### config.mk
export PLATFORM = sky130hd
export DESIGN_NAME = rbhd_top
export DESIGN_NICKNAME = d
export VERILOG_FILES = /design/src/rbhd_pkg.sv /design/src/rbhd_btn_if.sv /design/src/rbhd_top.sv /design/src/rbhd_debounce.sv
export VERILOG_INCLUDE_DIRS = /design/src
export SDC_FILE = /design/constraint.sdc
export NUM_CORES = 1
export LEC_CHECK = 0
export ABC_AREA = 1
export BUFFER_PORTS_ARGS = -buffer_cell sky130_fd_sc_hd__buf_4
export CORE_MARGIN = 3
export CORE_UTILIZATION = 45
export CTS_CLUSTER_DIAMETER = 30
export DETAILED_ROUTE_END_ITERATION = 16
export PLACE_DENSITY = 0.62
export SLEW_MARGIN = 5
export SYNTH_ARGS = -nofsm -noshare
export SYNTH_HDL_FRONTEND = slang
export SYNTH_SLANG_ARGS = --single-unit
### constraint.sdc
create_clock -name clk -period 2.2 [get_ports clk]
set_input_delay 0.66 -clock clk [delete_from_list [all_inputs] [get_ports clk]]
set_output_delay 0.66 -clock clk [all_outputs]
set_load 0.03 [all_outputs]
### src/rbhd_params.svh
// constants for the reset button hold decoder
`ifndef RBHD_PARAMS_SVH
`define RBHD_PARAMS_SVH
`define RBHD_CLK_HZ          50000000
`define RBHD_DEBOUNCE_MS     10
`define RBHD_DEBOUNCE_CYC    ((`RBHD_CLK_HZ / 1000) * `RBHD_DEBOUNCE_MS)
`define RBHD_SEC_CYC         `RBHD_CLK_HZ
`define RBHD_SOFT_MIN_S      1
`define RBHD_HARD_MIN_S      5
`define RBHD_UTIL_MIN_S      10
`define RBHD_CANCEL_S        15
`define RBHD_SOFT_WAIT_MIN   5
`define RBHD_SOFT_WAIT_S     (`RBHD_SOFT_WAIT_MIN * 60)
`define RBHD_WORK_REV        16'h3200
`define RBHD_HOLD_PULSE_CYC  2
// display words, four ascii characters
`define RBHD_WORD_BLANK      32'h20202020
`define RBHD_WORD_HRDR       32'h48524452
`define RBHD_WORD_UTIL       32'h5554494c
`define RBHD_WORD_MODE       32'h4d4f4445
`endif

### src/rbhd_pkg.sv
// types for the reset button hold decoder
package rbhd_pkg;
    // switch positions
    typedef enum logic [1:0] {
        RBHD_SW_RUN,
        RBHD_SW_REMOTE,
        RBHD_SW_PROGRAM
    } rbhd_switch_type;
    // decoded hold interval
    typedef enum logic [2:0] {
        RBHD_IV_SHORT,
        RBHD_IV_SOFT,
        RBHD_IV_HARD,
        RBHD_IV_TEN,
        RBHD_IV_CANCEL
    } rbhd_interval_type;
endpackage

### src/rbhd_btn_if.sv
// debounced button and seconds tick between the decoder modules
`timescale 1ns/100ps
interface rbhd_btn_if;
    logic       held;
    logic       press;
    logic       release_p;
    logic       sec_tick;
    modport src (output held, output press, output release_p, output sec_tick);
    modport dst (input held, input press, input release_p, input sec_tick);
endinterface

### src/rbhd_top.sv
// reset button hold decoder for the hosted operating system
`timescale 1ns/100ps
`include "rbhd_params.svh"
// Function
// act on presses only while the controller reports power good
// release after 1 to under 5 s requests a soft restart
// 5 to under 10 s shows the hard word, then forces hard restart
// 10 to under 15 s in program position: utilities restart plus controller
// 10 to under 15 s in run or remote: show mode word only
// 15 s or more cancels everything and leaves the display as it was
// while held, display shows the word of the current interval
// action is decided and launched at release from measured hold
// soft restart waits about 5 minutes, then a hard restart follows unless the hosted os reports restart done
// presses never disturb the real-time control engine; here a 10 to under 15 s hold in program position pulses controller_restart
// hosted os may start only at the working firmware revision or later
// a shut down hosted os restarts by soft or hard request
// hosted os restart or failure barely touches real-time control
// button synchronised, debounced, seconds counted from each press
module rbhd_top
    import rbhd_pkg::*;
#(
    // real rates by default; shortened only where a bench must reach seconds
    parameter int DEBOUNCE_CYC = `RBHD_DEBOUNCE_CYC,
    parameter int SEC_CYC      = `RBHD_SEC_CYC
) (
    // clock and reset
    input  wire logic                      clk,
    input  wire logic                      rst,
    // controller status
    input  wire logic                      power_good,
    input  wire rbhd_pkg::rbhd_switch_type mode_switch,
    input  wire logic [15:0]               firmware_rev,
    // operator
    input  wire logic                      button_n,
    // hosted os side
    input  wire logic                      hosted_os_restart_done,
    output logic                           hosted_os_run_enable,
    output logic                           hosted_os_soft_restart,
    output logic                           hosted_os_hard_restart,
    output logic                           hosted_os_utilities,
    output logic                           controller_restart,
    // display
    output logic [31:0]                    display_word
);
    import rbhd_pkg::*;

    localparam int SOFT_WAIT_S = `RBHD_SOFT_WAIT_S;

    rbhd_btn_if btn ();

    logic [4:0]        hold_s_r;
    rbhd_interval_type iv;
    logic [8:0]        wait_s_r;
    logic              wait_r;
    logic              soft_r;
    logic              hard_r;
    logic              util_r;
    logic              ctl_r;
    logic              run_en_r;
    logic [31:0]       disp_r;
    logic              act;
    logic              go_soft;
    logic              go_hard;
    logic              go_util;

    // =========================================================
    // button front end
    rbhd_debounce #(
        .DEBOUNCE_CYC (DEBOUNCE_CYC),
        .SEC_CYC      (SEC_CYC)
    ) u_debounce (
        .clk      (clk),
        .rst      (rst),
        .button_n (button_n),
        .btn      (btn)
    );

    // maps elapsed seconds to an interval
    function automatic rbhd_interval_type rbhd_decode(input logic [4:0] s);
        if (s >= 5'(`RBHD_CANCEL_S))        return RBHD_IV_CANCEL;
        else if (s >= 5'(`RBHD_UTIL_MIN_S)) return RBHD_IV_TEN;
        else if (s >= 5'(`RBHD_HARD_MIN_S)) return RBHD_IV_HARD;
        else if (s >= 5'(`RBHD_SOFT_MIN_S)) return RBHD_IV_SOFT;
        else                                return RBHD_IV_SHORT;
    endfunction

    // =========================================================
    // hold timer
    // seconds counted from press, saturating past cancel
    always_ff @(posedge clk) begin
        if (rst || btn.press) begin
            hold_s_r <= 5'h0;
        end else if (btn.held && btn.sec_tick && hold_s_r != 5'h1f) begin
            hold_s_r <= hold_s_r + 5'h1;
        end
    end

    assign iv = rbhd_decode(hold_s_r);
    // presses ignored without power
    assign act = btn.release_p && power_good;
    // decision made at release
    assign go_util = act && iv == RBHD_IV_TEN && mode_switch == RBHD_SW_PROGRAM;
    assign go_hard = act && iv == RBHD_IV_HARD;
    assign go_soft = act && iv == RBHD_IV_SOFT;

    // =========================================================
    // display
    // word follows the live interval while held
    always_ff @(posedge clk) begin
        if (rst) begin
            disp_r <= `RBHD_WORD_BLANK;
        end else if (btn.held && power_good) begin
            unique case (iv)
                RBHD_IV_HARD: disp_r <= `RBHD_WORD_HRDR;
                // utilities or mode word by switch
                RBHD_IV_TEN:  disp_r <= (mode_switch == RBHD_SW_PROGRAM) ?
                                        `RBHD_WORD_UTIL : `RBHD_WORD_MODE;
                // cancel leaves the word alone
                RBHD_IV_CANCEL: disp_r <= disp_r;
                RBHD_IV_SHORT,
                RBHD_IV_SOFT:   disp_r <= `RBHD_WORD_BLANK;
            endcase
        end
    end

    // =========================================================
    // soft restart watchdog
    // fall back to hard restart after the wait
    always_ff @(posedge clk) begin
        if (rst || go_hard || go_util) begin
            wait_r   <= 1'b0;
            wait_s_r <= 9'h0;
        end else if (go_soft) begin
            // a new request beats a stale done report in the same cycle
            wait_r   <= 1'b1;
            wait_s_r <= 9'h0;
        end else if (hosted_os_restart_done) begin
            wait_r   <= 1'b0;
            wait_s_r <= 9'h0;
        end else if (wait_r && btn.sec_tick) begin
            wait_s_r <= wait_s_r + 9'h1;
            if (wait_s_r == 9'(SOFT_WAIT_S - 1)) begin
                wait_r <= 1'b0;
            end
        end
    end

    // =========================================================
    // request pulses
    // one-cycle requests; R10 R13 only a program-position ten-second hold reaches control, via controller_restart
    always_ff @(posedge clk) begin
        if (rst) begin
            soft_r <= 1'b0;
            hard_r <= 1'b0;
            util_r <= 1'b0;
            ctl_r  <= 1'b0;
        end else begin
            soft_r <= go_soft;
            hard_r <= go_hard || (wait_r && btn.sec_tick &&
                      wait_s_r == 9'(SOFT_WAIT_S - 1) && !hosted_os_restart_done);
            util_r <= go_util;
            ctl_r  <= go_util;
        end
    end

    // start gate on firmware revision
    always_ff @(posedge clk) begin
        if (rst) begin
            run_en_r <= 1'b0;
        end else begin
            run_en_r <= firmware_rev >= `RBHD_WORK_REV;
        end
    end

    assign hosted_os_soft_restart = soft_r;
    assign hosted_os_hard_restart = hard_r;
    assign hosted_os_utilities    = util_r;
    assign controller_restart     = ctl_r;
    assign hosted_os_run_enable   = run_en_r;
    assign display_word           = disp_r;

    // =========================================================
    // checks
    soft_req_a: assert property (@(posedge clk) disable iff (rst)
        go_soft |=> hosted_os_soft_restart && !hosted_os_hard_restart)
        else $error("soft request missing");
    hard_req_a: assert property (@(posedge clk) disable iff (rst)
        go_hard |=> hosted_os_hard_restart)
        else $error("hard request missing");
    util_req_a: assert property (@(posedge clk) disable iff (rst)
        hosted_os_utilities |-> controller_restart && $past(mode_switch) == RBHD_SW_PROGRAM)
        else $error("utilities without program position");
    mode_only_a: assert property (@(posedge clk) disable iff (rst)
        act && iv == RBHD_IV_TEN && mode_switch != RBHD_SW_PROGRAM
        |=> !hosted_os_utilities && !hosted_os_soft_restart && !hosted_os_hard_restart)
        else $error("mode hold caused action");
    cancel_hold_a: assert property (@(posedge clk) disable iff (rst)
        btn.held && iv == RBHD_IV_CANCEL |=> $stable(display_word))
        else $error("cancel changed display");
    hard_word_a: assert property (@(posedge clk) disable iff (rst)
        btn.held && power_good && iv == RBHD_IV_HARD |=> display_word == `RBHD_WORD_HRDR)
        else $error("hard word not shown");
    no_power_a: assert property (@(posedge clk) disable iff (rst)
        btn.release_p && !power_good |=> !hosted_os_soft_restart && !hosted_os_hard_restart)
        else $error("action without power");
    rev_gate_a: assert property (@(posedge clk) disable iff (rst)
        firmware_rev < `RBHD_WORK_REV |=> !hosted_os_run_enable)
        else $error("start allowed at old revision");
    release_only_a: assert property (@(posedge clk) disable iff (rst)
        hosted_os_soft_restart |-> $past(btn.release_p))
        else $error("soft request not at release");
endmodule // rbhd_top

### src/rbhd_debounce.sv
// button synchroniser, debouncer and seconds divider
`timescale 1ns/100ps
`include "rbhd_params.svh"
module rbhd_debounce #(
    // real rates by default; a bench may shorten them to reach whole seconds
    parameter int DEBOUNCE_CYC = `RBHD_DEBOUNCE_CYC,
    parameter int SEC_CYC      = `RBHD_SEC_CYC
) (
    // clock and reset
    input  wire logic clk,
    input  wire logic rst,
    // raw pin, active low
    input  wire logic button_n,
    // debounced events
    rbhd_btn_if.src   btn
);
    logic        sync1_r;
    logic        sync2_r;
    logic        state_r;
    logic [19:0] db_cnt_r;
    logic [25:0] sec_cnt_r;

    // input synchroniser
    always_ff @(posedge clk) begin
        if (rst) begin
            sync1_r <= 1'b1;
            sync2_r <= 1'b1;
        end else begin
            sync1_r <= button_n;
            sync2_r <= sync1_r;
        end
    end

    // debounce filter; level must hold before it is accepted
    always_ff @(posedge clk) begin
        if (rst) begin
            state_r  <= 1'b0;
            db_cnt_r <= 20'h0;
        end else if ((~sync2_r) == state_r) begin
            db_cnt_r <= 20'h0;
        end else if (db_cnt_r == 20'(DEBOUNCE_CYC - 1)) begin
            state_r  <= ~sync2_r;
            db_cnt_r <= 20'h0;
        end else begin
            db_cnt_r <= db_cnt_r + 20'h1;
        end
    end

    // seconds divider, restarted at each press so holds are exact
    always_ff @(posedge clk) begin
        if (rst || btn.press || sec_cnt_r == 26'(SEC_CYC - 1)) begin
            sec_cnt_r <= 26'h0;
        end else begin
            sec_cnt_r <= sec_cnt_r + 26'h1;
        end
    end

    // edge strobes from the filtered level
    assign btn.held      = state_r;
    assign btn.press     = (~sync2_r) && !state_r && db_cnt_r == 20'(DEBOUNCE_CYC - 1);
    assign btn.release_p = sync2_r && state_r && db_cnt_r == 20'(DEBOUNCE_CYC - 1);
    assign btn.sec_tick  = sec_cnt_r == 26'(SEC_CYC - 1);
endmodule // rbhd_debounce

After elaboration in Yosys (flattened, before gate mapping)
Index checks and enable logic that the tools add are counted.

operators by class
  bitwise operators = 3
  reductions and logical operators = 31
  magnitude comparators = 5
  add/subtract/negate cells = 4
  eq/ne operators = 10
  muxes and demuxes = 10

operators by type and width
  cell                   count
  $pmux 32 s3            1
  $mux 29                1
  $add 26x1->26 const B  1
  $eq 26x26->1 const B   1
  $add 20x1->20 const B  1
  $eq 20x19->1 const B   1
  $ge 16x14->1 const B   1
  $logic_and 1x1->1      15
  $ge 5x4->1 const B     2
  $add 9x1->9 const B    1
  $eq 9x9->1 const B     1
  $eq 3x2->1 const B     2
  $reduce_and 2->1       3
  $reduce_bool 3->1      2
  $reduce_or 3->1        2
  $add 5x1->5 const B    1
  $ge 5x1->1 const B     1
  $ge 5x3->1 const B     1
  $logic_or 1x1->1       5
  $mux 1                 5
  $ne 5x5->1 const B     1
  $mux 2                 2
  $eq 3x1->1 const B     1
  $eq 3x3->1 const B     1
  7 further kinds        10

word-level totals
  register bits = 100
  input port bits = 23
  logic and storage cells = 76

Longest topological paths before layout
  word-level depth = 10
  gate-level depth with buffers = 12
  gate-level depth less buffers = 12

Cells and area by module
A second synthesis with hierarchy kept.

second synthesis, totals
  cell total of the unflattened synthesis = 577
  area total of the unflattened synthesis = 4070.2 µm²

by module, submodules not included
  module         area an instance (µm²)  times used  sequential area each (µm²)  cells an instance
  rbhd_debounce  2549.9                  1           980.9                       370
  rbhd_top       1520.2                  1           540.5                       207

Worst setup path before layout
Ideal clock, no wire load.

  path type = register to register
  start point = register hold_s_r[0]
  end point = register disp_r[27], in the netlist display_word[27]
  slack = 0.475 ns
  data arrival time = 1.616 ns
  setup time = 0.109 ns
  cell stages (with the launch flop) = 13
  cell sequence = dfxtp_1 ha_1 nand2_1 nor2_1 ha_1 nor2_1 nand2_1 nor2_1 inv_1 nand2_1 nand3_1 nand2_1 inv_1

between the ends
  cells in the longest elaborated chain, start to end = 8

RTL lines
  what                                                    line             text
  start, declared                                         rbhd_top.sv:51   logic [4:0] hold_s_r;
  start signal, assigned                                  rbhd_top.sv:94   hold_s_r <= hold_s_r + 5'h1;
  $ge 5x1->1                                              rbhd_top.sv:83   else if (s >= 5'(`RBHD_SOFT_MIN_S)) return RBHD_IV_SOFT;
  $mux 1                                                  rbhd_top.sv:83
  $mux 2                                                  rbhd_top.sv:82   else if (s >= 5'(`RBHD_HARD_MIN_S)) return RBHD_IV_HARD;
  $mux 2                                                  rbhd_top.sv:81   else if (s >= 5'(`RBHD_UTIL_MIN_S)) return RBHD_IV_TEN;
  $mux 3 (*)                                              rbhd_top.sv:80   if (s >= 5'(`RBHD_CANCEL_S)) return RBHD_IV_CANCEL;
  $eq 3x1->1 (tied with other cells)                      rbhd_top.sv:113  unique case (iv)
  $reduce_or 2->1 / $not 1->1 (equally long branches)     --
  $pmux 32 s3 / $reduce_and 2->1 (equally long branches)  --
  end signal, assigned                                    rbhd_top.sv:111  disp_r <= `RBHD_WORD_BLANK;
  end signal, assigned                                    rbhd_top.sv:114  RBHD_IV_HARD: disp_r <= `RBHD_WORD_HRDR;
  end signal, assigned                                    rbhd_top.sv:116  RBHD_IV_TEN: disp_r <= (mode_switch == RBHD_SW_PROGRAM) ?
  end, declared                                           rbhd_top.sv:60   logic [31:0] disp_r;

Every way passes the cells marked *; elsewhere a longest branch is shown, timed or not. The select of a mux whose other input is x is not followed.
A chain may end at the register's enable or synchronous reset.

Worst setup path after layout
  start point = register hold_s_r[1]
  end point = register wait_s_r[0]

between the ends
  cells in the longest elaborated chain, start to end = 10

RTL lines
  what                                                          line                              text
  $ge 5x1->1                                                    rbhd_top.sv:83
  $mux 1                                                        rbhd_top.sv:83
  $mux 2                                                        rbhd_top.sv:82
  $mux 2                                                        rbhd_top.sv:81
  $mux 3 (*)                                                    rbhd_top.sv:80
  $eq 3x2->1 (on tied branches)                                 rbhd_top.sv:103, rbhd_top.sv:102
  $logic_and 1x1->1 (on tied branches)                          rbhd_top.sv:103, rbhd_top.sv:102
  $logic_or 1x1->1 / $logic_and 1x1->1 (equally long branches)  rbhd_top.sv:130, rbhd_top.sv:102
  $logic_or 1x1->1                                              rbhd_top.sv:130                   if (rst || go_hard || go_util) begin
  $reduce_or 3->1 (no line) (*)                                 --
  end signal, assigned                                          rbhd_top.sv:141                   wait_s_r <= wait_s_r + 9'h1;
  end, declared                                                 rbhd_top.sv:53                    logic [8:0] wait_s_r;

Every way passes the cells marked *; elsewhere a longest branch is shown, timed or not.

==> qor.yml <==
path_max_fanout: 9
htreeDepth: 3
slew_viol_final: 0
clock-sinks: 76
synth_cell_types: 39
die_area_um2: 10700
maxCapViolations: 0
synth_warnings: 0
grt_pass1_wl_mm: 14.3
outcome: "complete, no violations"
hpwl_mm: 6.34
clkLatencyLatePin_ps: 350
clkTransAtPathRegs_ps: 80
regToRegSetupSlack_ps: 350
regToRegStartpoint: "hold_s_r[1]"
ys_ff_latch: 76
grtUsageMet2: 0.273
timing.final.crit_share: 0.842
startpoint_type: "flop"
critPathArrivalTime_ps: 2100
drt-wirelength-per-cell_um: 11.2
core_area_um2: 8930
multi_input_area_um2: 2210
drt-initial-drc-count: 158
use_met3: 0.0449
vias: 3667
end_kind: "flop"
hold_viol_final: 0
routed_via_density: 4.92
seq_area_frac_synth: 0.358
dieWidth_um: 103
worstHoldPathCells: 1
finalSetupViolCount: 0
grt_overflow: 0
timing.hold.ws_ps: 413
syn_avg_cell_area_um2: 7.03
setup_tns_ps: 0
ioPinCount: 60
busiest_layer: "met2"
grt_use_total: 0.167
final_nets: 668
seq_area_um2: 1520
routed_wl_mm: 8.37
antenna_left: 0
diodes: 0
fin_crit_ps: 1850
place_area_um2: 4510
drive_above_1_share: 0.163
clk_path_buf_depth: 2
final_cell_area_um2: 4690
cts_root_buf: "clkbuf_8"
max_clock_freq_mhz: 540
die_h_um: 103
leakagePower_nw: 1.87
synth_cells: 605
grt_util_met1: 0.215
hold_path_end: "u_debounce.sync2_r"
hp-class: "reg2reg"
crit_buf_inv: 1
start_util: 0.476
area_growth_pct: 10.3
ir_drop_uv: 282
crit_chain: "inv_1 > ha_1 > o21ai_0 > nand3_1 > nor2_1 > nand3_2 > nor2_1 > nor2_1 > nand2_4 > nor2_1"
place_congestion: 0.878
post-route-drc-count: 0
r2r-end: "wait_s_r[0]"
grt_max_degree: 27
grt_pass1_vias: 3337
worstPathRequired_ps: 2450
worstRegToRegCells: 10
critPathMostFrequentCell: "nor2_1"
antenna_found_initial: 0
cts_setup_buffers: 0
rsz0062_at_grt: "no"
fillCellCount: 903
cts_tree: "yes"
cts-buffers-inserted: 9
row_count: 34
criticalPathCategory: "reg2reg"
worst_clock_skew_ps: 11.7
syn-cell-area_um2: 4250
slowest_delay_ps: 440
port_buffers: 43
min_from: "u_debounce.sync1_r"
cts_hold_buf: 0
first_pass_iters: 6
critical_path.top_delay_family: "simple AND/OR/NAND/NOR gates"
cpMaxStageDelayCell: "dfxtp_1"
powerDensity_nw_per_um2: 532
## worst reg2reg max path, stage by stage (launching register included)
cell and delay (ps):
dfxtp_1 440, inv_1 90, ha_1 190, o21ai_0 220
nand3_1 170, nor2_1 150, nand3_2 90, nor2_1 140
nor2_1 90, nand2_4 120, nor2_1 50
## stage by stage
stage	power, W	cells	worst slack [ps]	utilization
after global placement	0.00150	732	293	0.505
after detailed placement	0.00151	732	272	0.505
final	0.00249	746	348	0.525
after floorplan	0.00149	611	475	-
after global routing	0.00261	746	60.7	0.525
after CTS	0.00253	746	240	0.525
## flip-flops by register name (all words and copies together), names as in the netlist, 5 cells and up
name and cells:
u_debounce.sec_cnt_r 26, u_debounce.db_cnt_r 20, wait_s_r 9, display_word 8
hold_s_r 5
## logic make-up after synthesis
family / synth area share
xor+xnor: 0.0391
other cells: 0.000882
simple gates: 0.383
compound gates: 0.0603
fa+ha+maj: 0.0294
buf+inv: 0.130
flops: 0.358
## area by class of cell
type / instances / area share
Tap cell: 108 / 0.0288
Timing Repair Buffer: 43 / 0.0688
Sequential cell: 76 / 0.324
Inverter: 87 / 0.0696
Clock inverter: 5 / 0.0117
Clock buffer: 9 / 0.0264
Multi-Input combinational cell: 418 / 0.470
## layout by cell type (no fill, tap or decap), types with 8 or more instances in the layout
| cell type | netlist | routed |
|---|---|---|
| nand2_1 | 125 | 125 |
| nor2_1 | 90 | 89 |
| inv_1 | 82 | 82 |
| dfxtp_1 | 76 | 76 |
| nand3_1 | 44 | 44 |
| buf_4 | 26 | 43 |
| a21oi_1 | 22 | 22 |
| nor3_1 | 18 | 18 |
| nand4_1 | 15 | 15 |
| xor2_1 | 14 | 14 |
| ha_1 | 10 | 10 |
| o21ai_0 | 9 | 9 |
| clkbuf_8 | 0 | 9 |
| nand2_2 | 8 | 8 |
## worst max-delay path by stage
stage | start | endpoint | slack (ps) | cells past startpoint
after detailed placement | hold_s_r[1] | display_word[27] | 270 | 12
after floorplan | hold_s_r[0] | display_word[27] | 480 | 12
final | hold_s_r[1] | wait_s_r[0] | 350 | 10
after global routing | hold_s_r[1] | wait_s_r[2] | 60 | 12
after global placement | hold_s_r[0] | display_word[27] | 290 | 12
after CTS | hold_s_r[1] | display_word[27] | 240 | 12
## metal layers
metal / part of all wire / vias up
met4: 0.014 / 0
met1: 0.48 / 1653
li1: - / 1943
met2: 0.47 / 59
met5: 0 / -
met3: 0.031 / 12
## cells in the mapped netlist, drive strengths merged
| master | instances | share of area |
|---|---|---|
| nor3 | 24 | 0.038 |
| inv | 87 | 0.077 |
| a21boi | 1 | 0.0018 |
| conb | 1 | 0.00088 |
| or2 | 4 | 0.0059 |
| nand3b | 1 | 0.0018 |
| nand4 | 15 | 0.022 |
| xnor2 | 5 | 0.010 |
| buf | 28 | 0.051 |
| clkbuf | 2 | 0.0018 |
| nand2 | 136 | 0.13 |
| nor2 | 99 | 0.10 |
| dfxtp | 76 | 0.36 |
| o21ai | 10 | 0.012 |
| nor4 | 2 | 0.0044 |
| a21oi | 26 | 0.036 |
| nand3 | 49 | 0.064 |
| nor3b | 6 | 0.012 |
| o21bai | 2 | 0.0035 |
| o311ai | 1 | 0.0021 |
| and3 | 3 | 0.0044 |
| o211a | 1 | 0.0024 |
| a31oi | 2 | 0.0029 |
| ha | 10 | 0.029 |
| xor2 | 14 | 0.029 |
## report_power, final
group / leakage (nW) / total (W) / internal, W / switching (W)
logic: 1.17 / 0.0000854 / 0.0000291 / 0.0000563
registers: 0.613 / 0.00139 / 0.00138 / 0.00000557
clock network: 0.0870 / 0.00102 / 0.000507 / 0.000513
total: 1.87 / 0.00249 / 0.00192 / 0.000575
## what timing repair did
action,4_1_cts,5_1_grt
endpoints found under the hold margin,0,0
endpoints found under the setup margin,0,2
gates resized for setup,0,1
(Power assumes the default switching activity.)
